**config.mk**
```make
export PLATFORM = sky130hd
export DESIGN_NAME = pbwp_top
export DESIGN_NICKNAME = d
export VERILOG_FILES = /design/src/design/pbwp_pkg.sv /design/src/design/pbwp_top.sv /design/src/design/pbwp_compare.sv
export SDC_FILE = /design/constraint.sdc
export NUM_CORES = 1
export LEC_CHECK = 0
export BUFFER_PORTS_ARGS = -buffer_cell sky130_fd_sc_hd__buf_2
export CORE_MARGIN = 1
export CORE_UTILIZATION = 37
export CTS_CLUSTER_SIZE = 30
export DETAILED_ROUTE_END_ITERATION = 10
export GPL_TIMING_DRIVEN = 0
export PLACE_DENSITY_LB_ADDON = 0.15
export SLEW_MARGIN = 5
export SYNTH_ARGS = -nofsm -noshare
export SYNTH_HDL_FRONTEND = slang
export SYNTH_HIERARCHICAL = 1
export SYNTH_SLANG_ARGS = --single-unit
```
**constraint.sdc**
```tcl
create_clock -name clk_i -period 6.4 [get_ports clk_i]
set_clock_uncertainty 0.05 [all_clocks]
set_input_delay 0.64 -clock clk_i [delete_from_list [all_inputs] [get_ports clk_i]]
set_output_delay 0.64 -clock clk_i [all_outputs]
set_load 0.01 [all_outputs]
```
**src/design/pbwp_pkg.sv**
```systemverilog
// Shared constants and carriers for the page-bounds write protection block.
// Assumes a single 50 MHz processor clock and synchronous active-low reset.
package pbwp_pkg;

  // Bit numbering is big-endian: documented bit 00 is the MSB of a 16-bit word
  localparam int unsigned WORD_W       = 16;
  localparam int unsigned PAGE_W       = 8;
  localparam int unsigned STATE_W      = 3;
  localparam int unsigned XADDR_W      = 4;
  localparam int unsigned PAGE_BYTES   = 256;
  localparam int unsigned MAX_MS_BYTES = 65536;

  // Upper limit field occupies doc bits 00-07, lower limit doc bits 08-15
  localparam int unsigned UPPER_LSB = 8;
  localparam int unsigned LOWER_LSB = 0;
  // Page number is address bits 0-7, the high byte of the 16-bit address
  localparam int unsigned PAGE_LSB  = 8;
  // Processor number in address bits 8,9,10 (bit 8 is the msb of the number)
  localparam int unsigned SEL_LSB   = 5;

  localparam logic [PAGE_W-1:0]  UPPER_RST = 8'hFF;
  localparam logic [PAGE_W-1:0]  LOWER_RST = 8'h00;
  localparam logic [STATE_W-1:0] FIRST_PROT_STATE = 3'h5;
  localparam logic [STATE_W-1:0] LAST_PROT_STATE  = 3'h7;
  localparam int unsigned        NUM_PROT = 3;
  localparam logic [XADDR_W-1:0] XADDR_ZERO = 4'h0;

  typedef struct packed {
    logic [PAGE_W-1:0] upper;
    logic [PAGE_W-1:0] lower;
  } pbwp_bounds_t;

  typedef struct packed {
    logic upper;
    logic lower;
  } pbwp_strobe_t;

endpackage

```
**src/design/pbwp_top.sv**
```systemverilog
// Page-bounds write protection between address/data registers and main storage.
// Assumes all inputs come from processor logic on clk_i, so none is synchronised.
module pbwp_top (
  // Clock and reset
  input  wire logic                        clk_i,
  input  wire logic                        resetn_i,
  // Processor address and data registers
  input  wire logic [pbwp_pkg::WORD_W-1:0] addr_i,
  input  wire logic [pbwp_pkg::WORD_W-1:0] wdata_i,
  // Storage request from the sequencer
  input  wire logic                        ms_write_i,
  input  wire pbwp_pkg::pbwp_strobe_t      byte_strobe_i,
  // Time-slice ownership
  input  wire logic [pbwp_pkg::STATE_W-1:0] timeslice_grant_lines_i,
  // Option register accesses
  input  wire logic                        option_access_strobe_i,
  input  wire logic                        write_option_reg_instr_i,
  input  wire logic                        read_option_reg_instr_i,
  input  wire logic                        panel_option_request_i,
  // Storage side
  output logic [pbwp_pkg::PAGE_W-1:0]      page_address_to_storage_o,
  output logic [pbwp_pkg::XADDR_W-1:0]     ext_address_to_storage_o,
  output pbwp_pkg::pbwp_strobe_t           storage_strobe_o,
  output logic [pbwp_pkg::WORD_W-1:0]      storage_wdata_o,
  // Protection status
  output logic                             write_permit_o,
  output logic                             outbound_o,
  output logic                             trap_request_o,
  // Option read data
  output logic [pbwp_pkg::WORD_W-1:0]      option_rdata_o,
  output logic                             option_rvalid_o
);

  pbwp_pkg::pbwp_bounds_t              bounds_r   [pbwp_pkg::NUM_PROT];
  pbwp_pkg::pbwp_bounds_t              bounds_nxt [pbwp_pkg::NUM_PROT];
  logic [pbwp_pkg::STATE_W-1:0]        state_select_lines;
  logic                                state_select_msb;
  logic                                state_select_mid;
  logic                                protected_state;
  logic [1:0]                          sel_idx;
  pbwp_pkg::pbwp_bounds_t              sel_bounds;
  logic [pbwp_pkg::PAGE_W-1:0]         page;
  logic                                in_range;
  logic                                check_active;
  logic                                write_permit;
  logic                                outbound_r;
  logic                                outbound_nxt;
  logic [pbwp_pkg::WORD_W-1:0]         option_rdata_r;
  logic [pbwp_pkg::WORD_W-1:0]         option_rdata_nxt;
  logic                                option_rvalid_r;
  logic                                option_rvalid_nxt;

  // Processor number source: option address bits during an access, grant otherwise
  always_comb begin
    if (option_access_strobe_i) begin
      state_select_lines = addr_i[pbwp_pkg::SEL_LSB +: pbwp_pkg::STATE_W];
    end else begin
      state_select_lines = timeslice_grant_lines_i;
    end
    state_select_msb = state_select_lines[2];
    state_select_mid = state_select_lines[1];
    protected_state  = (state_select_lines >= pbwp_pkg::FIRST_PROT_STATE) &&
                       (state_select_lines <= pbwp_pkg::LAST_PROT_STATE);
    sel_idx          = 2'(state_select_lines - pbwp_pkg::FIRST_PROT_STATE);
  end

  // Selector steering both halves of the chosen register to the compares
  always_comb begin
    // 5 -> entry 0, 6 -> entry 1, 7 -> entry 2; unprotected numbers fall back to entry 0
    sel_bounds = bounds_r[0];
    if (state_select_msb && state_select_mid) begin
      if (state_select_lines[0]) begin
        sel_bounds = bounds_r[2];
      end else begin
        sel_bounds = bounds_r[1];
      end
    end
  end

  // Page number is the address high byte; the byte offset is not compared
  assign page = addr_i[pbwp_pkg::PAGE_LSB +: pbwp_pkg::PAGE_W];

  pbwp_compare u_compare (
    .page_i     (page),
    .bounds_i   (sel_bounds),
    .in_range_o (in_range)
  );

  // Reads, option accesses and unprotected states are never checked
  always_comb begin
    check_active = ms_write_i && !option_access_strobe_i && protected_state;
    write_permit = !check_active || in_range;
  end

  // Bounds register file: option writes load the register picked by address bits
  always_comb begin
    for (int i = 0; i < pbwp_pkg::NUM_PROT; i++) begin
      bounds_nxt[i] = bounds_r[i];
    end
    if (option_access_strobe_i && write_option_reg_instr_i && protected_state) begin
      bounds_nxt[sel_idx] = wdata_i;
    end
  end

  // Outbound is set each cycle unless a failed check without a panel option request clears it
  always_comb begin
    outbound_nxt = 1'b1;
    if (!write_permit && !panel_option_request_i) begin
      outbound_nxt = 1'b0;
    end
  end

  // Read data is registered; unprotected numbers read as zero
  always_comb begin
    option_rvalid_nxt = option_access_strobe_i && read_option_reg_instr_i;
    option_rdata_nxt  = option_rdata_r;
    if (option_rvalid_nxt) begin
      option_rdata_nxt = protected_state ? sel_bounds : 16'h0000;
    end
  end

  always_ff @(posedge clk_i) begin
    if (!resetn_i) begin
      for (int i = 0; i < pbwp_pkg::NUM_PROT; i++) begin
        bounds_r[i] <= '{upper: pbwp_pkg::UPPER_RST, lower: pbwp_pkg::LOWER_RST};
      end
      outbound_r      <= 1'b1;
      option_rdata_r  <= 16'h0000;
      option_rvalid_r <= 1'b0;
    end else begin
      for (int i = 0; i < pbwp_pkg::NUM_PROT; i++) begin
        bounds_r[i] <= bounds_nxt[i];
      end
      outbound_r      <= outbound_nxt;
      option_rdata_r  <= option_rdata_nxt;
      option_rvalid_r <= option_rvalid_nxt;
    end
  end

  // Strobes are gated combinationally so the abort lands in the same write cycle;
  // a registered outbound alone would let the offending write through.
  always_comb begin
    storage_strobe_o.upper = byte_strobe_i.upper && !option_access_strobe_i && write_permit;
    storage_strobe_o.lower = byte_strobe_i.lower && !option_access_strobe_i && write_permit;
    trap_request_o         = !write_permit && !panel_option_request_i;
  end

  // Only 64 KiB of storage is addressed, so the extension stays grounded
  assign ext_address_to_storage_o  = pbwp_pkg::XADDR_ZERO;
  assign page_address_to_storage_o = page;
  assign storage_wdata_o           = wdata_i;
  assign write_permit_o            = write_permit;
  assign outbound_o                = outbound_r;
  assign option_rdata_o            = option_rdata_r;
  assign option_rvalid_o           = option_rvalid_r;

endmodule

```
**src/design/pbwp_compare.sv**
```systemverilog
// Dual limit compare network for one selected bounds register.
// Assumes page and bounds come from logic on the same clock.
module pbwp_compare (
  // Operands
  input  wire logic                 [pbwp_pkg::PAGE_W-1:0] page_i,
  input  wire pbwp_pkg::pbwp_bounds_t                      bounds_i,
  // Results
  output logic                                             in_range_o
);

  logic upper_ok;
  logic lower_ok;

  always_comb begin
    upper_ok   = (page_i <= bounds_i.upper);
    lower_ok   = (page_i >= bounds_i.lower);
    // Equal limits leave exactly one page; FF/00 passes every page
    in_range_o = upper_ok & lower_ok;
  end

endmodule

```
==> impl_metrics.xml, run 1 <==
<?xml version="1.0" encoding="UTF-8"?>
<metrics>
  <group name="cells_and_area">
    <metric name="layout.cells.non_filler" unit="">661</metric>
    <metric name="antennaDiodeCount" unit="">0</metric>
    <metric name="synthToLayoutAreaGrowth" unit="%">22.3</metric>
    <metric name="final_area" unit="um^2">4160</metric>
    <metric name="leading_cell_types_in_the_layout_fill_and_taps_excluded" unit="">150 x sky130_fd_sc_hd__nand2_1, 92 x sky130_fd_sc_hd__buf_2, 66 x sky130_fd_sc_hd__dfxtp_1</metric>
    <metric name="post_route_cells_drive_above_1_share" unit="%">26.6</metric>
    <metric name="final_common_cell" unit="">sky130_fd_sc_hd__nand2_1</metric>
    <metric name="layout.core_utilization" unit="%">47.3</metric>
    <metric name="fill_cells" unit="">918</metric>
    <metric name="layout_nets" unit="">610</metric>
  </group>
  <group name="synthesis">
    <metric name="synth_area" unit="um^2">3400</metric>
    <metric name="post_synthesis_cells" unit="">452</metric>
    <metric name="yosysSeqAreaShare" unit="%">38.8</metric>
    <metric name="synth_edf_count" unit="">0</metric>
    <metric name="postSynth.asyncResetShare" unit="%">0</metric>
    <metric name="postSynthRegisterBits" unit="">66</metric>
    <metric name="number_of_warnings_printed_during_yosys_synthesis" unit="">6</metric>
    <metric name="post-synth-top-area-cell" unit="">sky130_fd_sc_hd__dfxtp_1</metric>
    <metric name="synthesis.area_per_instance" unit="um^2">7.53</metric>
    <metric name="synth_top_cell_area_share" unit="%">38.8</metric>
    <metric name="ys_types" unit="">36</metric>
    <metric name="dominantRegCellSynth" unit="">sky130_fd_sc_hd__dfxtp_1</metric>
    <metric name="ys_top_cells_by_area" unit="">sky130_fd_sc_hd__dfxtp_1 39%, sky130_fd_sc_hd__nand2_1 17%, sky130_fd_sc_hd__buf_4 6.6%</metric>
  </group>
  <group name="die">
    <metric name="floorplan.initialDensity" unit="%">38.6</metric>
    <metric name="die_height" unit="um">97.9</metric>
    <metric name="die_width" unit="um">97.9</metric>
    <metric name="ios" unit="">94</metric>
    <metric name="dieArea" unit="um^2">9590</metric>
    <metric name="std_cell_rows" unit="">34</metric>
    <metric name="core_area" unit="um^2">8810</metric>
  </group>
  <group name="setup_path">
    <metric name="crit_path_start_kind" unit="">input pin</metric>
    <metric name="worst_setup_path_type" unit="">input pin to primary output</metric>
    <metric name="timing.critical_path.arrival" unit="ps">4030</metric>
    <metric name="critPathTopFamily" unit="">simple AND/OR/NAND/NOR gates</metric>
    <metric name="critPathMaxFanout" unit="">10</metric>
    <metric name="critical_path.endpoint_type" unit="">primary output</metric>
    <metric name="cp_data_required_time" unit="ps">5710</metric>
    <metric name="worst_path_max_delay_cell" unit="">sky130_fd_sc_hd__o21ai_0</metric>
    <metric name="critical_path.n_buffers_inverters" unit="">5</metric>
    <metric name="worst_path_most_repeated_cell" unit="">sky130_fd_sc_hd__nor2_1</metric>
    <metric name="crit_path_cell_trace" unit="">buf_2 &gt; buf_4 &gt; o21ai_0 &gt; clkbuf_1 &gt; nor2_1 &gt; nor2_1 &gt; inv_1 &gt; ha_1 &gt; nand4_2 &gt; nor3_2 &gt; nor2_1 &gt; a211oi_2 &gt; nor2_1 &gt; o2111ai_1 &gt; nor2b_1 &gt; and2_1 &gt; buf_2</metric>
    <metric name="critical-path-max-stage-delay" unit="ps">450</metric>
  </group>
  <group name="job">
    <metric name="cap_viol_max_count" unit="">0</metric>
  </group>
  <group name="global_route">
    <metric name="largest_net_degree_at_the_start_of_global_routing" unit="">11</metric>
    <metric name="grt_overflow" unit="">0</metric>
    <metric name="antenna_found_initial" unit="">0</metric>
    <metric name="global_route_wire_length_before_repair" unit="mm">15.0</metric>
    <metric name="vias_in_the_first_global_route" unit="">2907</metric>
    <metric name="grt_usage" unit="%">20.3</metric>
  </group>
  <group name="sta">
    <metric name="timing_worst_slew_pin_value" unit="ps">832</metric>
    <metric name="timing.final.ws_setup" unit="ps">1680</metric>
    <metric name="finalHoldViolations" unit="">0</metric>
    <metric name="slew-limit-headroom" unit="%">44.3</metric>
    <metric name="setup_repair_after_global_routing_missed_its_margin" unit="">false</metric>
    <metric name="hold_ws" unit="ps">402</metric>
    <metric name="layout_min_cycle_time" unit="ps">4720</metric>
    <metric name="fmaxAchievable" unit="GHz">0.212</metric>
    <metric name="final_min_period_over_clock_period" unit="%">73.7</metric>
    <metric name="drv_slew" unit="">0</metric>
    <metric name="setup_tns" unit="ps">0</metric>
    <metric name="setup-violations-final" unit="">0</metric>
  </group>
  <group name="routing">
    <metric name="m1WireLength" unit="mm">4.60</metric>
    <metric name="routed_wire_length_per_instance" unit="um">14.3</metric>
    <metric name="met2RoutedLength" unit="mm">4.21</metric>
    <metric name="drtIter0Drc" unit="">183</metric>
    <metric name="avgViaCountPerCell" unit="">4.82</metric>
    <metric name="drt_pass1_iterations" unit="">8</metric>
    <metric name="detail_route.drc_violations" unit="">8</metric>
    <metric name="remaining_antenna_violation_count_after_routing" unit="">0</metric>
    <metric name="num_vias" unit="">3189</metric>
    <metric name="highest_layer" unit="">met4</metric>
    <metric name="wl_met3" unit="um">545</metric>
    <metric name="wl" unit="mm">9.47</metric>
  </group>
  <group name="hold_path">
    <metric name="min-delay-path-class" unit="">register to register</metric>
  </group>
  <group name="pwr">
    <metric name="vdd_ir_drop_max" unit="uV">100</metric>
    <metric name="leakage" unit="nW">2.05</metric>
    <metric name="fin_total_pwr" unit="mW">0.910</metric>
    <metric name="power-per-cell-area" unit="nW/um^2">219</metric>
  </group>
  <group name="placement">
    <metric name="dpl-instance-area" unit="um^2">3970</metric>
    <metric name="port_buffer_count" unit="">84</metric>
    <metric name="place_hpwl" unit="mm">7.33</metric>
    <metric name="numPlacedInstances" unit="">647</metric>
    <metric name="finalWeightedCongestion" unit="">0.777</metric>
    <metric name="dp_worst_setup_slack" unit="ps">1790</metric>
  </group>
  <group name="status">
    <metric name="violations" unit="">design-rule violations</metric>
    <metric name="status" unit="">finished with violations</metric>
  </group>
  <group name="clock_network">
    <metric name="clk_root_buffer_cell" unit="">sky130_fd_sc_hd__clkbuf_8</metric>
    <metric name="cts_hold_buffers" unit="">0</metric>
    <metric name="cts.repair.resized" unit="">0</metric>
    <metric name="clock_tree.htree_level_count" unit="">3</metric>
    <metric name="cts_tree" unit="">built</metric>
    <metric name="insertion_delay" unit="ps">340</metric>
    <metric name="cts_setup_buffers" unit="">0</metric>
    <metric name="cts_buffers" unit="">9</metric>
    <metric name="cts_buffer_depth" unit="">2</metric>
    <metric name="clock_sink_count" unit="">66</metric>
    <metric name="cts.clk_slew.worst_paths" unit="ps">70</metric>
  </group>
</metrics>
[worst reg2reg max path, cell delays in order, from the launching register on]
cell and delay, ps:
sky130_fd_sc_hd__dfxtp_1 320, sky130_fd_sc_hd__nand2_1 50, sky130_fd_sc_hd__and3_1 230, sky130_fd_sc_hd__nor2_1 130, sky130_fd_sc_hd__inv_1 50, sky130_fd_sc_hd__ha_1 310, sky130_fd_sc_hd__nand4_2 130, sky130_fd_sc_hd__nor3_2 220
sky130_fd_sc_hd__nor2_1 70, sky130_fd_sc_hd__a211oi_2 380, sky130_fd_sc_hd__nor2_1 70, sky130_fd_sc_hd__o2111ai_1 210, sky130_fd_sc_hd__nor2_1 110, sky130_fd_sc_hd__nand2_1 90
[power breakdown]
group	total (mW)	internal, mW	leakage, nW	switching, mW
clock	0.346	0.196	0.101	0.151
combinational	0.140	0.0583	1.42	0.0820
sequential	0.423	0.419	0.535	0.00402
[state kept, by name (all words and copies together) (netlist names)]
| signal | cells |
|---|---|
| outbound_o | 1 |
| option_rvalid_o | 1 |
| option_rdata_o | 16 |
| bounds_r | 48 |
[area by class of cell]
| cell class | instances | area (um^2) | area share [%] |
|---|---|---|---|
| Sequential cell | 66 | 1320 | 31.7 |
| Buffer | 50 | 318 | 7.64 |
| Tap cell | 108 | 135 | 3.25 |
| Multi-Input combinational cell | 322 | 1710 | 41.1 |
| Clock inverter | 3 | 40.0 | 0.962 |
| Inverter | 17 | 63.8 | 1.53 |
| Clock buffer | 11 | 151 | 3.64 |
| Timing Repair Buffer | 84 | 420 | 10.1 |
[routing by layer]
metal / up-vias / GRT usage [%]
met5: - / 0
met4: 0 / 6.06
met3: 10 / 3.87
met2: 97 / 31.8
met1: 1443 / 28.2
li1: 1639 / -
[cell families (layout without fill, tap and decap cells)]
group	after synthesis	count (layout)	synth area share, %
AOI/OAI and AO/OA	57	57	11.8
adders and majority gates	16	16	5.88
buffers and inverters	67	165	11.2
DFF	66	66	38.8
muxes	4	4	1.73
other	1	4	0.110
and+or+nand+nor	241	241	30.4
[cell usage after synthesis (2+ instances only)]
| cell | instances |
|---|---|
| sky130_fd_sc_hd__ha_1 | 16 |
| sky130_fd_sc_hd__and3_1 | 16 |
| sky130_fd_sc_hd__clkbuf_1 | 11 |
| sky130_fd_sc_hd__nor3_2 | 2 |
| sky130_fd_sc_hd__a21oi_1 | 7 |
| sky130_fd_sc_hd__nand2_1 | 150 |
| sky130_fd_sc_hd__dfxtp_1 | 66 |
| sky130_fd_sc_hd__a21boi_1 | 3 |
| sky130_fd_sc_hd__a21boi_0 | 22 |
| sky130_fd_sc_hd__o31ai_1 | 15 |
| sky130_fd_sc_hd__o21ai_0 | 6 |
| sky130_fd_sc_hd__nor2_1 | 36 |
| sky130_fd_sc_hd__buf_4 | 30 |
| sky130_fd_sc_hd__inv_1 | 17 |
| sky130_fd_sc_hd__nand3_1 | 26 |
| sky130_fd_sc_hd__buf_2 | 8 |
| sky130_fd_sc_hd__and2_1 | 2 |
[final timing paths]
check	from	endpoint	slack (ps)	depth (start not counted)
max	option_access_strobe_i	storage_strobe_o[1]	1680	17
min	option_rdata_o[2]	option_rdata_o[2]	400	2
max reg2reg	bounds_r[0][29]	outbound_o	3940	13
min reg2reg	option_rdata_o[2]	option_rdata_o[2]	400	2
Note: power is estimated with default switching activity, not from simulation.
==> run 2: changes to the inputs <==
==> constraint.sdc (replaced) <==
create_clock -name clk_i -period 4.3 [get_ports clk_i]
set_clock_uncertainty 0.05 [all_clocks]
set_input_delay 0.43 -clock clk_i [delete_from_list [all_inputs] [get_ports clk_i]]
set_output_delay 0.43 -clock clk_i [all_outputs]
set_load 0.01 [all_outputs]
==> run 2 against run 1 <==
Against the previous run:
- the flow still finishes with violations (design-rule violations)
- sequential cell count stayed put
- combinational power up 51%
- sequential share of layout area fell by 0.13 points
- global-route usage unchanged
- critical path depth grew 1
- critical path type unchanged
- largest cell class unchanged
- largest power group unchanged
- highest routed layer unchanged
==> impl_metrics.xml, run 2 (synthesized netlist as in run 1, its figures left out) <==
<?xml version="1.0" encoding="UTF-8"?>
<metrics>
  <group name="hold_path">
    <metric name="worstHoldPathCells" unit="">3</metric>
    <metric name="worstHoldEndpoint" unit="">outbound_o</metric>
    <metric name="min-delay-path-class" unit="">input pin to register</metric>
    <metric name="timing.hold.worst.start" unit="">panel_option_request_i</metric>
  </group>
  <group name="clock_network">
    <metric name="cts_buffer_depth" unit="">2</metric>
    <metric name="clk_root_buffer_cell" unit="">sky130_fd_sc_hd__clkbuf_8</metric>
    <metric name="clock_sink_count" unit="">66</metric>
    <metric name="cts.clk_slew.worst_paths" unit="ps">70</metric>
    <metric name="cts_hold_buffers" unit="">0</metric>
    <metric name="clock_tree.htree_level_count" unit="">3</metric>
    <metric name="cts_tree" unit="">built</metric>
    <metric name="insertion_delay" unit="ps">340</metric>
    <metric name="cts_buffers" unit="">9</metric>
  </group>
  <group name="cells_and_area">
    <metric name="fill_cells" unit="">917</metric>
    <metric name="largest_register_ffs" unit="">48</metric>
    <metric name="multi_input_area" unit="um^2">1710</metric>
    <metric name="max_flop_register" unit="">bounds_r</metric>
    <metric name="layout.core_utilization" unit="%">47.5</metric>
    <metric name="leading_cell_types_in_the_layout_fill_and_taps_excluded" unit="">150 x sky130_fd_sc_hd__nand2_1, 92 x sky130_fd_sc_hd__buf_2, 66 x sky130_fd_sc_hd__dfxtp_1</metric>
    <metric name="seqCellArea" unit="um^2">1320</metric>
    <metric name="post_route_cells_drive_above_1_share" unit="%">27.2</metric>
    <metric name="antennaDiodeCount" unit="">0</metric>
    <metric name="synthToLayoutAreaGrowth" unit="%">22.8</metric>
    <metric name="final_common_cell" unit="">sky130_fd_sc_hd__nand2_1</metric>
    <metric name="layout_nets" unit="">612</metric>
    <metric name="final_area" unit="um^2">4180</metric>
  </group>
  <group name="setup_path">
    <metric name="critical-path-max-stage-delay" unit="ps">380</metric>
    <metric name="critical_path.n_buffers_inverters" unit="">5</metric>
    <metric name="critical_path.endpoint_type" unit="">primary output</metric>
    <metric name="crit_path_start_kind" unit="">input pin</metric>
    <metric name="reg2reg_depth" unit="">13</metric>
    <metric name="worst_path_max_delay_cell" unit="">sky130_fd_sc_hd__a211oi_2</metric>
    <metric name="cp_data_required_time" unit="ps">3820</metric>
    <metric name="timing.critical_path.arrival" unit="ps">3570</metric>
    <metric name="worst_setup_path_type" unit="">input pin to primary output</metric>
    <metric name="critical_path.reg2reg.startpoint" unit="">bounds_r[0][47]</metric>
    <metric name="critPathTopFamily" unit="">simple AND/OR/NAND/NOR gates</metric>
    <metric name="crit_path_cell_trace" unit="">buf_2 &gt; buf_4 &gt; mux2_4 &gt; buf_2 &gt; nand2_1 &gt; and3_1 &gt; nor2_1 &gt; inv_1 &gt; ha_1 &gt; nand4_2 &gt; nor3_2 &gt; nor2_1 &gt; a211oi_2 &gt; nor2_1 &gt; o2111ai_1 &gt; nor2b_1 &gt; and2_1 &gt; buf_2</metric>
    <metric name="timing.reg2reg.setup_slack" unit="ps">1830</metric>
    <metric name="worst_r2r_endpoint" unit="">outbound_o</metric>
    <metric name="critPathMaxFanout" unit="">10</metric>
  </group>
  <group name="routing">
    <metric name="m1WireLength" unit="mm">4.63</metric>
    <metric name="routed_wire_length_per_instance" unit="um">14.3</metric>
    <metric name="drt_pass1_iterations" unit="">8</metric>
    <metric name="avgViaCountPerCell" unit="">4.83</metric>
    <metric name="met2RoutedLength" unit="mm">4.22</metric>
    <metric name="wl" unit="mm">9.48</metric>
    <metric name="detail_route.drc_violations" unit="">8</metric>
    <metric name="highest_layer" unit="">met4</metric>
    <metric name="remaining_antenna_violation_count_after_routing" unit="">0</metric>
    <metric name="num_vias" unit="">3199</metric>
    <metric name="drtIter0Drc" unit="">187</metric>
    <metric name="wl_met3" unit="um">516</metric>
  </group>
  <group name="sta">
    <metric name="layout_min_cycle_time" unit="ps">4050</metric>
    <metric name="setup-violations-final" unit="">0</metric>
    <metric name="finalHoldViolations" unit="">0</metric>
    <metric name="slew-limit-headroom" unit="%">44.2</metric>
    <metric name="fmaxAchievable" unit="GHz">0.247</metric>
    <metric name="drv_slew" unit="">0</metric>
    <metric name="setup_repair_after_global_routing_missed_its_margin" unit="">false</metric>
    <metric name="setup_tns" unit="ps">0</metric>
    <metric name="hold_ws" unit="ps">244</metric>
    <metric name="timing_worst_slew_pin_value" unit="ps">834</metric>
    <metric name="final_min_period_over_clock_period" unit="%">94.2</metric>
  </group>
  <group name="global_route">
    <metric name="grt_usage" unit="%">20.3</metric>
    <metric name="grt_overflow" unit="">0</metric>
    <metric name="global_route_wire_length_before_repair" unit="mm">15.0</metric>
    <metric name="antenna_found_initial" unit="">0</metric>
    <metric name="vias_in_the_first_global_route" unit="">2907</metric>
    <metric name="largest_net_degree_at_the_start_of_global_routing" unit="">11</metric>
  </group>
  <group name="die">
    <metric name="floorplan.initialDensity" unit="%">38.6</metric>
    <metric name="std_cell_rows" unit="">34</metric>
    <metric name="die_height" unit="um">97.9</metric>
    <metric name="core_area" unit="um^2">8810</metric>
    <metric name="dieArea" unit="um^2">9590</metric>
    <metric name="ios" unit="">94</metric>
    <metric name="die_width" unit="um">97.9</metric>
  </group>
  <group name="pwr">
    <metric name="cellInternalPower" unit="mW">1.00</metric>
    <metric name="power.share.sequential" unit="%">46.4</metric>
    <metric name="leakage" unit="nW">2.07</metric>
    <metric name="vdd_ir_drop_max" unit="uV">150</metric>
    <metric name="switchingPower" unit="mW">0.353</metric>
    <metric name="power-per-cell-area" unit="nW/um^2">325</metric>
    <metric name="clockPowerShare" unit="%">38.0</metric>
    <metric name="swShare" unit="%">26.0</metric>
    <metric name="power_frac_comb" unit="%">15.6</metric>
  </group>
  <group name="status">
    <metric name="violations" unit="">design-rule violations</metric>
    <metric name="status" unit="">finished with violations</metric>
  </group>
  <group name="placement">
    <metric name="port_buffer_count" unit="">84</metric>
    <metric name="finalWeightedCongestion" unit="">0.777</metric>
    <metric name="dpl-instance-area" unit="um^2">3970</metric>
    <metric name="place_hpwl" unit="mm">7.33</metric>
  </group>
  <group name="job">
    <metric name="cap_viol_max_count" unit="">0</metric>
  </group>
</metrics>
[run 2: worst max-delay path by stage]
stage	startpoint	endpoint	slack (ps)	cells past startpoint
floorplan	option_access_strobe_i	storage_strobe_o[0]	1000	16
detailed placement	option_access_strobe_i	storage_strobe_o[1]	110	17
global route	option_access_strobe_i	storage_strobe_o[1]	80	18
global placement	option_access_strobe_i	storage_strobe_o[0]	60	17
finish	option_access_strobe_i	storage_strobe_o[1]	250	18
CTS	option_access_strobe_i	storage_strobe_o[1]	60	17
[run 2: what timing repair did]
| item | in CTS | in global routing |
|---|---|---|
| buffers inserted | 0 | 2 |
| endpoints found under the setup margin | 0 | 2 |
| resized for setup | 0 | 5 |
[run 2: area by class of cell]
class	instances	share of cell area, %
buffer	50	7.66
sequential	66	31.6
multi-input combinational	322	41.0
timing repair buffer	86	10.4
tap	108	3.23
clock buffer	11	3.62
clock inverter	3	0.958
inverter	17	1.53
[run 2: worst reg2reg max path: stages (launching register included)]
cell and delay [ps]:
sky130_fd_sc_hd__dfxtp_1 340, sky130_fd_sc_hd__nand2_1 50, sky130_fd_sc_hd__and3_1 210, sky130_fd_sc_hd__nor2_1 120, sky130_fd_sc_hd__inv_1 60, sky130_fd_sc_hd__ha_1 330
sky130_fd_sc_hd__nand4_2 130, sky130_fd_sc_hd__nor3_2 220, sky130_fd_sc_hd__nor2_1 70, sky130_fd_sc_hd__a211oi_2 380, sky130_fd_sc_hd__nor2_1 70, sky130_fd_sc_hd__o2111ai_1 200
sky130_fd_sc_hd__nor2_1 110, sky130_fd_sc_hd__nand2_1 90
[run 2: metal layers]
layer / vias up / track usage (%)
li1: 1643 / -
met1: 1457 / 28.2
met2: 89 / 31.8
met3: 10 / 3.87
met4: 0 / 6.06
met5: - / 0
[run 2: power groups by stage]
| stage | registers, mW | clock network, mW | logic [mW] |
|---|---|---|---|
| floorplan | 0.645 | 0 | 0.122 |
| global placement | 0.643 | 0 | 0.205 |
| detailed placement | 0.644 | 0 | 0.209 |
| CTS | 0.630 | 0.524 | 0.210 |
| global route | 0.631 | 0.561 | 0.235 |
| finish | 0.630 | 0.515 | 0.212 |
[run 2: per-stage QoR]
stage               worst slack (ps)  power [mW]  instances
floorplan                        997       0.767        455
global placement                59.6       0.848        647
detailed placement               108       0.853        647
CTS                             62.0        1.36        661
global route                    83.5        1.43        663
finish                           249        1.36        663
